## src/verilog/boot_select_pkg.sv

```systemverilog
`default_nettype none
package boot_select_pkg;

  // boot device identities, primary and secondary
  typedef enum logic [3:0] {
    dev_none = 4'h0,
    dev_test_access = 4'h1,
    dev_second_card = 4'h2,
    dev_octal_flash = 4'h3,
    dev_quad24 = 4'h4,
    dev_quad32 = 4'h5,
    dev_sd0_v3 = 4'h6,
    dev_sd1_v2 = 4'h7,
    dev_sd1_v3 = 4'h8,
    dev_parallel_slave = 4'h9,
    dev_first_card = 4'hA,
    dev_usb = 4'hB,
    dev_pcie = 4'hC,
    dev_ethernet = 4'hD
  } dev_e;

  // boot mode pin patterns
  localparam logic [3:0] MODE_TEST_ACCESS = 4'h0;
  localparam logic [3:0] MODE_QUAD24 = 4'h1;
  localparam logic [3:0] MODE_QUAD32 = 4'h2;
  localparam logic [3:0] MODE_SD0_V3 = 4'h3;
  localparam logic [3:0] MODE_SD1_V2 = 4'h5;
  localparam logic [3:0] MODE_SECOND_CARD = 4'h6;
  localparam logic [3:0] MODE_OCTAL = 4'h8;
  localparam logic [3:0] MODE_PARALLEL = 4'hA;
  localparam logic [3:0] MODE_SD1_V3 = 4'hE;

  // search geometry: 32k byte step, limits in megabits
  localparam int STEP_SHIFT = 15;
  localparam int POS_W = 16;
  localparam int OFFSET_W = 32;
  localparam longint LIMIT_OCTAL_MBIT = 8192;
  localparam longint LIMIT_Q24_MBIT = 128;
  localparam longint LIMIT_Q24_DP_MBIT = 256;
  localparam longint LIMIT_Q32_MBIT = 4096;
  localparam longint LIMIT_Q32_DP_MBIT = 8192;
  localparam longint CARD_FILE_COUNT = 8191;

  // limit expressed as a count of search positions
  function automatic logic [POS_W:0] mbit_to_positions(input longint mbit);
    longint bytes;
    bytes = mbit * 131072;
    return (POS_W+1)'(bytes >> STEP_SHIFT);
  endfunction

  localparam logic [POS_W:0] POS_OCTAL = mbit_to_positions(LIMIT_OCTAL_MBIT);
  localparam logic [POS_W:0] POS_Q24 = mbit_to_positions(LIMIT_Q24_MBIT);
  localparam logic [POS_W:0] POS_Q24_DP = mbit_to_positions(LIMIT_Q24_DP_MBIT);
  localparam logic [POS_W:0] POS_Q32 = mbit_to_positions(LIMIT_Q32_MBIT);
  localparam logic [POS_W:0] POS_Q32_DP = mbit_to_positions(LIMIT_Q32_DP_MBIT);
  localparam logic [POS_W:0] POS_CARD = (POS_W+1)'(CARD_FILE_COUNT);

  // fixed staging address for usb secondary images
  localparam logic [OFFSET_W-1:0] USB_STAGE_ADDR = 32'h0500_0000;

  // cycles the pin synchroniser needs before the strap is trusted
  localparam logic [1:0] STRAP_SETTLE = 2'h3;

  // controller states, gray along the usual path
  typedef enum logic [2:0] {
    st_capture = 3'b000,
    st_probe = 3'b001,
    st_wait = 3'b011,
    st_load = 3'b010,
    st_run = 3'b110,
    st_hold = 3'b100,
    st_failed = 3'b101
  } state_e;

endpackage
`default_nettype wire

```

## src/verilog/boot_source_select_fallback.sv

```systemverilog
`timescale 1ns/10ps
`default_nettype none
// Functional notes
// RL1 - pins 0000 test access, 0110 second card, 1000 octal flash
// RL2 - 0001 quad 24-bit, 0010 quad 32-bit, SD variants, 1010 parallel slave
// RL3 - test access and parallel port are host driven; others device mastered
// RL4 - search limits: octal 8 Gb, quad24 128 Mb, dual-parallel quad24 256 Mb
// RL5 - quad32 4 Gb or 8 Gb dual-parallel; cards 8191 files
// RL6 - load error bumps retry index by one, then soft system reset
// RL7 - no soft reset on errors in test access mode
// RL8 - header, copy, power, integrity and command failures are load errors
// RL9 - fallback only on flash and card sources, same primary device
// RL10 - stacked flash: only lower device until boot completes
// RL11 - read mode, copy loader firmware, then release loader processor
// RL12 - secondary only when named, and never equal to primary
// RL13 - secondary source carries no boot header nor loader firmware
// RL14 - usb secondary image staged at fixed address 5000000 hex
// RL15 - pcie secondary only; endpoint brought up before host delivers
// RL16 - first card controller never primary; may serve as secondary
// RL17 - runtime command rewrites the retry index
// RL18 - no execute in place nor linear quad flash mode
// RL19 - boot mode pins sampled after power-on reset, held
// RL20 - flash search steps 32k from retry index times step
// RL21 - unlisted mode pattern is a boot error, no device
// RL22 - search hitting limit without header signals boot failure
module boot_source_select_fallback (
  input wire logic clk,
  input wire logic sys_rst,
  input wire logic [3:0] mode_pins,
  input wire logic dual_parallel,
  input wire logic probe_done,
  input wire logic probe_header_ok,
  input wire logic fw_copy_done,
  input wire logic err_header,
  input wire logic err_copy,
  input wire logic err_power,
  input wire logic err_integrity,
  input wire logic err_command,
  input wire logic retry_write,
  input wire logic [boot_select_pkg::POS_W-1:0] retry_wdata,
  input wire logic meta_valid,
  input wire logic [3:0] meta_secondary,
  input wire logic boot_complete,
  output logic [3:0] boot_mode,
  output logic [3:0] primary_device,
  output logic slave_boot,
  output logic fallback_enable,
  output logic probe_req,
  output logic [boot_select_pkg::OFFSET_W-1:0] probe_offset,
  output logic [boot_select_pkg::POS_W-1:0] probe_file,
  output logic fw_copy_req,
  output logic loader_release,
  output logic soft_system_reset,
  output logic [boot_select_pkg::POS_W-1:0] image_retry_index,
  output logic boot_error,
  output logic search_exhausted,
  output logic upper_flash_enable,
  output logic secondary_start,
  output logic secondary_reject,
  output logic [3:0] secondary_device,
  output logic secondary_header_expected,
  output logic pcie_endpoint_init,
  output logic [boot_select_pkg::OFFSET_W-1:0] secondary_load_addr
);
  localparam int PW = boot_select_pkg::POS_W;

  // strap synchroniser and capture
  logic [3:0] pin_meta;
  logic [3:0] pin_sync;
  logic [1:0] settle;
  boot_select_pkg::state_e state;
  boot_select_pkg::state_e next_state;
  logic [PW:0] pos;
  logic [PW:0] next_pos;
  logic [PW-1:0] next_index;
  logic booted;

  // decoded view of the held boot mode
  boot_select_pkg::dev_e dec_device;
  logic dec_valid;
  logic dec_slave;
  logic dec_card;
  logic [PW:0] dec_limit;

  boot_mode_decode boot_mode_decode_inst (
    .mode(boot_mode),
    .dual_parallel(dual_parallel),
    .device(dec_device),
    .valid(dec_valid),
    .slave(dec_slave),
    .card(dec_card),
    .limit(dec_limit)
  );

  // state decodes shared by the sequencing and the output registers
  wire in_wait = (state == boot_select_pkg::st_wait);
  wire in_load = (state == boot_select_pkg::st_load);
  wire in_probe = (state == boot_select_pkg::st_probe);
  wire in_run = (state == boot_select_pkg::st_run);
  wire enter_load = (next_state == boot_select_pkg::st_load);
  wire enter_run = (next_state == boot_select_pkg::st_run);
  wire enter_failed = (next_state == boot_select_pkg::st_failed);
  wire enter_hold = (next_state == boot_select_pkg::st_hold);

  // error sources merged into one load failure
  wire load_error = err_header | err_copy | err_power | err_integrity | err_command;  // [RL8]
  wire test_mode = (boot_mode == boot_select_pkg::MODE_TEST_ACCESS);
  wire error_phase = in_load || (in_run && !booted);
  wire take_error = error_phase && load_error;
  wire strap_ready = (settle == boot_select_pkg::STRAP_SETTLE);
  wire at_limit = (pos >= dec_limit);  // [RL22]
  wire search_stop = in_probe && at_limit;  // [RL22]
  wire miss = in_wait && probe_done && !probe_header_ok;
  wire hit = in_wait && probe_done && probe_header_ok;
  wire can_fallback = dec_valid && !dec_slave;  // [RL9]

  // secondary request checks
  wire meta_named = meta_valid && (meta_secondary != 4'(boot_select_pkg::dev_none));  // [RL12]
  wire meta_same = meta_named && (meta_secondary == primary_device);  // [RL12]
  wire meta_ok = meta_named && !meta_same && in_run;
  // secondary kinds that need their own follow-up
  wire meta_pcie = (meta_secondary == 4'(boot_select_pkg::dev_pcie));
  wire meta_usb = (meta_secondary == 4'(boot_select_pkg::dev_usb));

  // flash offset is position times 32k; lower device only while booting [RL20] [RL10]
  wire [boot_select_pkg::OFFSET_W-1:0] pos_offset =
    boot_select_pkg::OFFSET_W'({pos, {boot_select_pkg::STEP_SHIFT{1'b0}}});

  // next retry index: error increment wins over a software rewrite
  assign next_index = take_error && !test_mode ? image_retry_index + PW'(1) :  // [RL6]
                      retry_write ? retry_wdata :  // [RL17]
                      hit ? pos[PW-1:0] :
                      image_retry_index;

  // next search position
  assign next_pos = (state == boot_select_pkg::st_capture) ? {1'b0, image_retry_index} :
                    miss ? pos + (PW+1)'(1) :
                    pos;

  // controller sequencing
  always_comb begin
    next_state = state;
    unique case (state)
      boot_select_pkg::st_capture: begin
        if (strap_ready || booted) begin
          if (!dec_valid) begin
            next_state = boot_select_pkg::st_failed;  // [RL21]
          end else if (dec_slave) begin
            next_state = boot_select_pkg::st_load;  // [RL3]
          end else begin
            next_state = boot_select_pkg::st_probe;
          end
        end
      end
      boot_select_pkg::st_probe: begin
        next_state = at_limit ? boot_select_pkg::st_failed : boot_select_pkg::st_wait;  // [RL22]
      end
      boot_select_pkg::st_wait: begin
        if (hit) begin
          next_state = boot_select_pkg::st_load;
        end else if (miss) begin
          next_state = boot_select_pkg::st_probe;
        end
      end
      boot_select_pkg::st_load: begin
        if (load_error) begin
          next_state = test_mode ? boot_select_pkg::st_hold : boot_select_pkg::st_capture;  // [RL7]
        end else if (fw_copy_done) begin
          next_state = boot_select_pkg::st_run;  // [RL11]
        end
      end
      boot_select_pkg::st_run: begin
        if (take_error) begin
          next_state = test_mode ? boot_select_pkg::st_hold : boot_select_pkg::st_capture;  // [RL6] [RL7]
        end
      end
      boot_select_pkg::st_hold: next_state = boot_select_pkg::st_hold;
      boot_select_pkg::st_failed: next_state = boot_select_pkg::st_failed;
    endcase
  end

  // two-flop pin synchroniser, not reset
  always_ff @(posedge clk) begin
    pin_meta <= mode_pins;
    pin_sync <= pin_meta;
  end

  // strap capture once after reset release [RL19]
  always_ff @(posedge clk) begin
    if (sys_rst) begin
      settle <= '0;
      boot_mode <= '0;
    end else if (!strap_ready) begin
      settle <= settle + 2'h1;
      if (settle == boot_select_pkg::STRAP_SETTLE - 2'h1) begin
        boot_mode <= pin_sync;  // [RL19]
      end
    end
  end

  // state, search position and retry index
  always_ff @(posedge clk) begin
    if (sys_rst) begin
      state <= boot_select_pkg::st_capture;
      pos <= '0;
      image_retry_index <= '0;
      booted <= 1'b0;
    end else begin
      state <= next_state;
      pos <= next_pos;
      image_retry_index <= next_index;
      if (boot_complete && state == boot_select_pkg::st_run) begin
        booted <= 1'b1;
      end
    end
  end

  // decoded mode presented on registered outputs
  always_ff @(posedge clk) begin
    if (sys_rst) begin
      primary_device <= 4'(boot_select_pkg::dev_none);
      slave_boot <= 1'b0;
      fallback_enable <= 1'b0;
    end else if (strap_ready) begin
      primary_device <= 4'(dec_device);  // [RL1] [RL2]
      slave_boot <= dec_slave;  // [RL3]
      fallback_enable <= can_fallback;  // [RL9]
    end
  end

  // header probe requests: block reads only, never mapped fetch [RL18]
  always_ff @(posedge clk) begin
    if (sys_rst) begin
      probe_req <= 1'b0;
      probe_offset <= '0;
      probe_file <= '0;
    end else begin
      probe_req <= in_probe && !at_limit;
      if (in_probe) begin
        probe_offset <= dec_card ? '0 : pos_offset;  // [RL20] [RL4] [RL5]
        probe_file <= dec_card ? pos[PW-1:0] : '0;  // [RL5]
      end
    end
  end

  // loader firmware copy and processor release [RL11]
  always_ff @(posedge clk) begin
    if (sys_rst) begin
      fw_copy_req <= 1'b0;
      loader_release <= 1'b0;
    end else begin
      fw_copy_req <= enter_load;  // [RL11]
      loader_release <= enter_run;  // [RL11]
    end
  end

  // soft reset pulse and failure flags
  always_ff @(posedge clk) begin
    if (sys_rst) begin
      soft_system_reset <= 1'b0;
      boot_error <= 1'b0;
      search_exhausted <= 1'b0;
    end else begin
      soft_system_reset <= take_error && !test_mode;  // [RL6] [RL7]
      boot_error <= enter_failed || enter_hold;  // [RL21]
      if (search_stop) begin
        search_exhausted <= 1'b1;  // [RL22]
      end
    end
  end

  // upper stacked flash reachable only after boot completes [RL10]
  always_ff @(posedge clk) begin
    if (sys_rst) begin
      upper_flash_enable <= 1'b0;
    end else begin
      upper_flash_enable <= booted;  // [RL10]
    end
  end

  // secondary source steering
  always_ff @(posedge clk) begin
    if (sys_rst) begin
      secondary_start <= 1'b0;
      secondary_reject <= 1'b0;
      secondary_device <= 4'(boot_select_pkg::dev_none);
      secondary_header_expected <= 1'b0;
      pcie_endpoint_init <= 1'b0;
      secondary_load_addr <= '0;
    end else begin
      secondary_start <= meta_ok;  // [RL12]
      secondary_reject <= meta_same && in_run;  // [RL12]
      pcie_endpoint_init <= meta_ok && meta_pcie;  // [RL15]
      secondary_header_expected <= 1'b0;  // [RL13]
      if (meta_ok) begin
        secondary_device <= meta_secondary;  // [RL16]
        secondary_load_addr <= meta_usb ? boot_select_pkg::USB_STAGE_ADDR : '0;  // [RL14]
      end
    end
  end
endmodule // boot_source_select_fallback
`default_nettype wire

```

## src/verilog/boot_mode_decode.sv

```systemverilog
`timescale 1ns/10ps
`default_nettype none
module boot_mode_decode (
  input wire logic [3:0] mode,
  input wire logic dual_parallel,
  output boot_select_pkg::dev_e device,
  output logic valid,
  output logic slave,
  output logic card,
  output logic [boot_select_pkg::POS_W:0] limit
);
  wire is_octal = (mode == boot_select_pkg::MODE_OCTAL);
  wire is_q24 = (mode == boot_select_pkg::MODE_QUAD24);
  wire is_q32 = (mode == boot_select_pkg::MODE_QUAD32);
  wire is_test = (mode == boot_select_pkg::MODE_TEST_ACCESS);
  wire is_par = (mode == boot_select_pkg::MODE_PARALLEL);
  wire is_card1 = (mode == boot_select_pkg::MODE_SECOND_CARD);
  wire is_sd0 = (mode == boot_select_pkg::MODE_SD0_V3);
  wire is_sd1a = (mode == boot_select_pkg::MODE_SD1_V2);
  wire is_sd1b = (mode == boot_select_pkg::MODE_SD1_V3);

  // pattern to device; first card controller has no pattern at all [RL16]
  assign device = is_test ? boot_select_pkg::dev_test_access :  // [RL1]
                  is_card1 ? boot_select_pkg::dev_second_card :
                  is_octal ? boot_select_pkg::dev_octal_flash :
                  is_q24 ? boot_select_pkg::dev_quad24 :  // [RL2]
                  is_q32 ? boot_select_pkg::dev_quad32 :
                  is_sd0 ? boot_select_pkg::dev_sd0_v3 :
                  is_sd1a ? boot_select_pkg::dev_sd1_v2 :
                  is_sd1b ? boot_select_pkg::dev_sd1_v3 :
                  is_par ? boot_select_pkg::dev_parallel_slave :
                  boot_select_pkg::dev_none;
  // unlisted pattern selects nothing [RL21]
  assign valid = (device != boot_select_pkg::dev_none);
  assign slave = is_test | is_par;  // [RL3]
  assign card = is_card1 | is_sd0 | is_sd1a | is_sd1b;

  // per-mode search limit in positions [RL4] [RL5]
  assign limit = is_octal ? boot_select_pkg::POS_OCTAL :
                 is_q24 ? (dual_parallel ? boot_select_pkg::POS_Q24_DP : boot_select_pkg::POS_Q24) :
                 is_q32 ? (dual_parallel ? boot_select_pkg::POS_Q32_DP : boot_select_pkg::POS_Q32) :
                 card ? boot_select_pkg::POS_CARD :
                 '0;
endmodule // boot_mode_decode
`default_nettype wire

```

## config.mk

```make
export PLATFORM = sky130hd
export DESIGN_NAME = boot_source_select_fallback
export DESIGN_NICKNAME = d
export VERILOG_FILES = /design/src/verilog/boot_select_pkg.sv /design/src/verilog/boot_source_select_fallback.sv /design/src/verilog/boot_mode_decode.sv
export SDC_FILE = /design/constraint.sdc
export NUM_CORES = 1
export LEC_CHECK = 0
export BUFFER_PORTS_ARGS = -buffer_cell sky130_fd_sc_hd__clkbuf_2
export CAP_MARGIN = 15
export CORE_UTILIZATION = 30
export DETAILED_ROUTE_END_ITERATION = 7
export GPL_TIMING_DRIVEN = 1
export PLACE_DENSITY_LB_ADDON = 0.08
export SLEW_MARGIN = 20
export SYNTH_ARGS = -nofsm -noshare
export SYNTH_HDL_FRONTEND = slang
export SYNTH_SLANG_ARGS = --single-unit
```

## constraint.sdc

```tcl
create_clock -name clk -period 3.3 [get_ports clk]
set_clock_uncertainty 0.15 [all_clocks]
set_input_delay 0.165 -clock clk [delete_from_list [all_inputs] [get_ports clk]]
set_output_delay 0.165 -clock clk [all_outputs]
set_load 0.01 [all_outputs]
```

# Word-level counts from Yosys, hierarchy flattened
# Cells that the tools add are included.
# Widths: inputs -> output; s select.
[word_totals] out_inout_bits=121 register_bits=151 in_bits=38
[classes] reduce_logical=33 magnitude_cmp=1 muxes=34 eq_ne=23 bitwise=9 n_addsub=3
[op_table] cell="$mux 16" n=7
[op_table] cell="$mux 17" n=3
[op_table] cell="$mux 4" n=9
[op_table] cell="$mux 32" n=1
[op_table] cell="$mux 27" n=1
[op_table] cell="$mux 3" n=9
[op_table] cell="$pmux 3 s7" n=1
[op_table] cell="$eq 4x4->1 const B" n=5
[op_table] cell="$eq 3x3->1 const B" n=6
[op_table] cell="$add 17x1->17 const B" n=1
[op_table] cell="$ge 17x17->1" n=1
[op_table] cell="$add 16x1->16 const B" n=1
[op_table] cell="$logic_and 1x1->1" n=16
[op_table] cell="$mux 13" n=1
[op_table] cell="$mux 11" n=1
[op_table] cell="$eq 3x2->1 const B" n=3
[op_table] cell="$eq 4x2->1 const B" n=2
[op_table] cell="$eq 4x3->1 const B" n=2
[op_table] cell="$or 1x1->1" n=8
[op_table] cell="$reduce_bool 4->1" n=2
[op_table] cell="$logic_not 1->1" n=6
[op_table] cell="$eq 2x2->1 const B" n=2
[op_table] cell="$eq 4x1->1 const B" n=1
[op_table] cell="$eq 4x4->1" n=1
[op_table] cell="11 further kinds" n=13

# Logic depth before layout (Yosys ltp)
[depth] ltp_word=16 ltp_mapped=12

# By module
# From an unflattened synthesis, not the netlist that was laid out.
[hier_totals] cells_unflattened=705 area_unflattened_um2=5819.3
[modules_own_cells] module="boot_source_select_fallback" area_per_inst_um2=5469.0 cells_per_inst=658 n_inst=1
[modules_own_cells] module="boot_mode_decode" area_per_inst_um2=350.3 cells_per_inst=47 n_inst=1

# Worst setup path after synthesis
# No wires, ideal clock.
[synth_path] kind="register -> register" startpoint="reg boot_mode[1]" endpoint="reg fw_copy_req" setup_slack_ps=14 stages_incl_launch_ff=12 path_buffers=3 t_arrival_ps=3075 period_less_slack_ps=3286 path_cell_list="dfxtp_1 > buf_2 > xnor2_1 > o21a_1 > buf_2 > buf_1 > ha_1 > and3_1 > a221o_1 > a211oi_1 > a31o_1 > and4bb_1"
[synth_via] elab_chain_len=15 elab_cells_between_ends=37 classes_between="order compare: 1; eq/ne: 9; mux: 21; bitwise: 4; reduce/logical: 2"
[synth_lines] element="from (decl)" line_no="boot_source_select_fallback.sv:44" text="output logic [3:0] boot_mode,"
[synth_lines] element="from (signal assigned)" line_no="boot_source_select_fallback.sv:196" text="boot_mode <= pin_sync;"
[synth_lines] element="branches (longest 13 deep; another with $ge 17x17->1)"
[synth_lines] element="$pmux 3 s7 *" line_no="boot_source_select_fallback.sv:143" text="unique case (state)"
[synth_lines] element="$eq 3x2->1 *" line_no="boot_source_select_fallback.sv:100" text="wire enter_load = (next_state == boot_select_pkg::st_load);"
[synth_lines] element="to (signal assigned)" line_no="boot_source_select_fallback.sv:252" text="fw_copy_req <= enter_load;"
[synth_lines] element="to (decl)" line_no="boot_source_select_fallback.sv:51" text="output logic fw_copy_req,"
# Mark *: on every way between the ends.
# A chain may end at the register's enable or synchronous reset.

# Final worst setup path
# Ends and elaborated chain as after synthesis.

==> impl_results.rst <==
.. list-table::
   :header-rows: 1

   * - Metric
     - Value
   * - Status
     - complete, but fails checks
   * - Violations in the final reports
     - DRC
   * - Register cell area after layout
     - 2100 um2
   * - Crit path kind
     - flop to flop
   * - Pre-antenna DRT Iters
     - 8
   * - Chip Width
     - 139 um
   * - Main flop type after synthesis
     - dfxtp_1
   * - Main area contributors after synthesis
     - dfxtp_1 37%, a21oi_1 6.8%, buf_4 6.3%, nand2_1 4.9%, nand3_1 4.3%
   * - Number of antenna violations at the first check in global routing
     - 0
   * - Post-synth EDFFs
     - 0
   * - Worst hold slack across all endpoints
     - 0.0456 ns
   * - Layout net count
     - 845
   * - Fill cell count
     - 1957
   * - Root Buffer
     - clkbuf_16
   * - Unrepaired setup endpoints after global routing
     - no
   * - Area of combinational cells with multiple inputs
     - 3110 um2
   * - Rel. slew slack
     - 61.9%
   * - Static Leak
     - 2.68 nW
   * - Endpoint of the worst setup timing path
     - fw_copy_req
   * - Type of the most critical hold path
     - primary input to flop
   * - Netlist area before placement
     - 5630 um2
   * - Source of the worst register-to-register timing path
     - boot_mode[1]
   * - Vertical die dimension
     - 139 um
   * - Largest net degree at the start of global routing
     - 39
   * - Average wire per standard cell
     - 16.2 um
   * - Min Tclk post-route
     - 2.94 ns
   * - Mean instance size in the synthesized netlist
     - 8.24 um2
   * - Highest Clock Rate
     - 0.340 GHz
   * - Input/output buffers
     - 112
   * - TritonCTS Buffers
     - 9
   * - Post-cts resize count
     - 0
   * - Deepest level of the CTS H-tree
     - 3
   * - Cells after Synth
     - 683
   * - Clock transition at the register clock pins on the worst setup and hold paths after CTS
     - 0.07 ns
   * - Asr flop ratio synth
     - 0%
   * - Largest stage delay on the critical path
     - 0.40 ns
   * - Transition time at the pin with the least slew margin
     - 0.572 ns
   * - Maximum buffer depth of the clock tree
     - 2
   * - Fraction of layout instances using a drive strength above 1
     - 20.5%
   * - Startpoint kind of the worst setup timing path
     - flop
   * - Top-area cell type share of the netlist area
     - 37.3%
   * - Ys Warns
     - 0
   * - Cells traversed along the worst timing path
     - nor2b_1 -> nand2_1 -> o21a_1 -> ha_1 -> and3_1 -> a221o_1 -> a211oi_1 -> a31o_1 -> and4bb_1
   * - Post-placement cell count
     - 995
   * - Via count
     - 5104
   * - HPWL Detailed
     - 12.1 mm
   * - Crit path buffers/inverters
     - 0
   * - Total track usage
     - 17.3%
   * - Number of antenna cells inserted
     - 0
   * - Critical-path cell with the highest stage delay
     - dfxtp_1
   * - Floorplan die area
     - 19300 um2
   * - Core box area
     - 18100 um2
   * - Highest ir drop seen on vdd
     - 0.264 mV
   * - Flop and latch count out of synthesis
     - 105
   * - Number of nets with antenna violations after routing
     - 0
   * - Starting Density
     - 31.0%
   * - Capturing element type of the critical path
     - flop
   * - Via count of the first global-routing pass
     - 4875
   * - Cell Rows
     - 49
   * - Reg-to-Reg End
     - fw_copy_req
   * - Wire length after detailed routing
     - 16.5 mm
   * - Remaining global-route overflow
     - 0
   * - Non-filler cells in the finished layout
     - 1021
   * - Wire length of the first global-routing pass
     - 26.3 mm
   * - Startpoint of the lowest-slack hold path
     - retry_wdata[3]
   * - Critical path fanouts, max
     - 9
   * - Via density
     - 5.00
   * - Worst EP required
     - 3.44 ns
   * - Final Cycle Share
     - 89.1%
   * - Final Slew Violations
     - 0
   * - Clock tree from TritonCTS
     - yes
   * - Fin. Hold Viols
     - 0
   * - Placer's final routability congestion estimate
     - 0.811
   * - Data arrival time of the critical path
     - 3.08 ns
   * - Total Negative Setup Slacks
     - 0 ns
   * - Initial drt markers
     - 243
   * - Max-capacitance violation count
     - 0
   * - Launching instance or port of the critical path
     - boot_mode[1]
   * - Synth unique cells
     - 67
   * - Portion of the post-synthesis area used by sequential elements
     - 37.3%
   * - Top-level port count
     - 159
   * - Count of buffers added by post-CTS timing repair for setup
     - 0
   * - Final count of negative-setup-slack endpoints
     - 0
   * - Skew-Pair Late Insertion Delay
     - 0.35 ns
   * - Sink count of the clock tree
     - 105
   * - Number of cells traversed by the worst register-to-register path
     - 9
   * - Worst path top cell family by delay
     - compound AO/OA/AOI/OAI gates
   * - Count of hold-fix buffers inserted at cts
     - 11
   * - WP depth
     - 9
   * - Largest area contributor in the synthesized netlist
     - dfxtp_1
   * - Synthesis-to-layout area growth
     - 17.6%
   * - Register-to-register setup slack
     - 0.36 ns
   * - Power per standard cell area
     - 565 nW/um2
   * - Count of unresolved DRC violations after routing
     - 2
[metrics by stage]
| stage | power [mW] | area [um2] | setup WS, ns | utilization [%] |
|---|---|---|---|---|
| after detailed placement | 2.73 | 6220 | 0.339 | 34.3 |
| after global routing | 4.02 | 6620 | 0.187 | 36.5 |
| after CTS | 3.80 | 6620 | 0.321 | 36.5 |
| after floorplan | 2.36 | 5800 | 0.0139 | - |
| final | 3.74 | 6620 | 0.360 | 36.5 |
| after global placement | 2.71 | 6220 | 0.543 | 34.3 |
[worst reg2reg max path, stage by stage (launching register included)]
cell and delay, ns:
dfxtp_1 0.40, nor2b_1 0.25, nand2_1 0.10, o21a_1 0.24
ha_1 0.34, and3_1 0.20, a221o_1 0.36, a211oi_1 0.34
a31o_1 0.29, and4bb_1 0.21
[worst min-delay path by stage]
stage / endpoint / slack (ns) / depth (start not counted)
floorplan: pin_meta[0] / 0.04 / 0
global placement: pin_meta[2] / 0.12 / 1
detailed placement: pin_meta[0] / 0.12 / 1
CTS: image_retry_index[3] / 0.03 / 4
global route: image_retry_index[3] / 0.07 / 4
finish: image_retry_index[3] / 0.05 / 4
[logic make-up after synthesis]
logic type	Yosys count	share of synthesized area [%]
flip-flops	105	37.3
AO/OA/AOI/OAI	160	17.9
multiplexers	28	5.16
other	1	0.0666
buffers and inverters	101	10.4
adder cells (fa/ha/maj)	19	4.22
XOR/XNOR	16	2.49
AND/OR/NAND/NOR	253	22.4
[metal layers]
metal / vias up / part of all wire [%] / GRT usage [%]
met1: 2408 / 46 / 22.0
met4: 0 / 1.9 / 5.96
met2: 111 / 48 / 28.6
met3: 17 / 3.6 / 4.14
li1: 2568 / - / -
met5: - / 0 / 0
[state kept, by name, summed over array words and instances (netlist names), 16 cells and up]
register,count
pos,17
probe_offset,17
image_retry_index,16
probe_file,16
[Yosys cell counts (3+ instances only)]
| library cell | number |
|---|---|
| nand2_1 | 73 |
| mux2_2 | 8 |
| nor4_1 | 7 |
| nor2b_1 | 8 |
| o211ai_1 | 6 |
| nand2b_1 | 4 |
| a211oi_1 | 18 |
| or3_1 | 5 |
| a21oi_1 | 77 |
| inv_1 | 9 |
| o21ai_1 | 3 |
| and4_1 | 4 |
| buf_4 | 47 |
| nand3_1 | 48 |
| buf_1 | 4 |
| mux2i_1 | 20 |
| ha_1 | 19 |
| a21o_1 | 4 |
| nand4_1 | 8 |
| nor2_1 | 53 |
| nor3_1 | 9 |
| o21ai_0 | 18 |
| xnor2_1 | 9 |
| xor2_1 | 7 |
| a22oi_1 | 3 |
| and3_1 | 9 |
| buf_2 | 12 |
| dfxtp_1 | 105 |
| and2_1 | 5 |
| a221oi_1 | 4 |
| a311oi_1 | 5 |
| clkbuf_1 | 26 |
[placed cells by master (no fill, tap or decap), types with 11 or more instances in the layout]
cell | Yosys | layout
dlygate4sd3_1 | 0 | 11
a211oi_1 | 18 | 18
dfxtp_1 | 105 | 105
o21ai_0 | 18 | 18
mux2i_1 | 20 | 20
buf_4 | 47 | 17
nand2_1 | 73 | 73
ha_1 | 19 | 19
a21oi_1 | 77 | 77
nor2_1 | 53 | 53
nand3_1 | 48 | 48
clkbuf_2 | 0 | 111
conb_1 | 1 | 46
[where the power goes]
group | switching (mW) | total (mW) | internal [mW]
clock network | 0.467 | 1.04 | 0.569
logic | 0.622 | 1.07 | 0.443
registers | 0.250 | 1.64 | 1.39
total | 1.34 | 3.74 | 2.40
[final cells by class]
type / instances / share of cell area [%]
multi-input cells: 522 / 47.0
flip-flops and latches: 105 / 31.8
repair buffers: 140 / 12.1
well taps: 229 / 4.33
clock buffers: 13 / 4.08
inverters: 10 / 0.567
clock inverters: 2 / 0.189
Power figures use the tool's default switching activity.
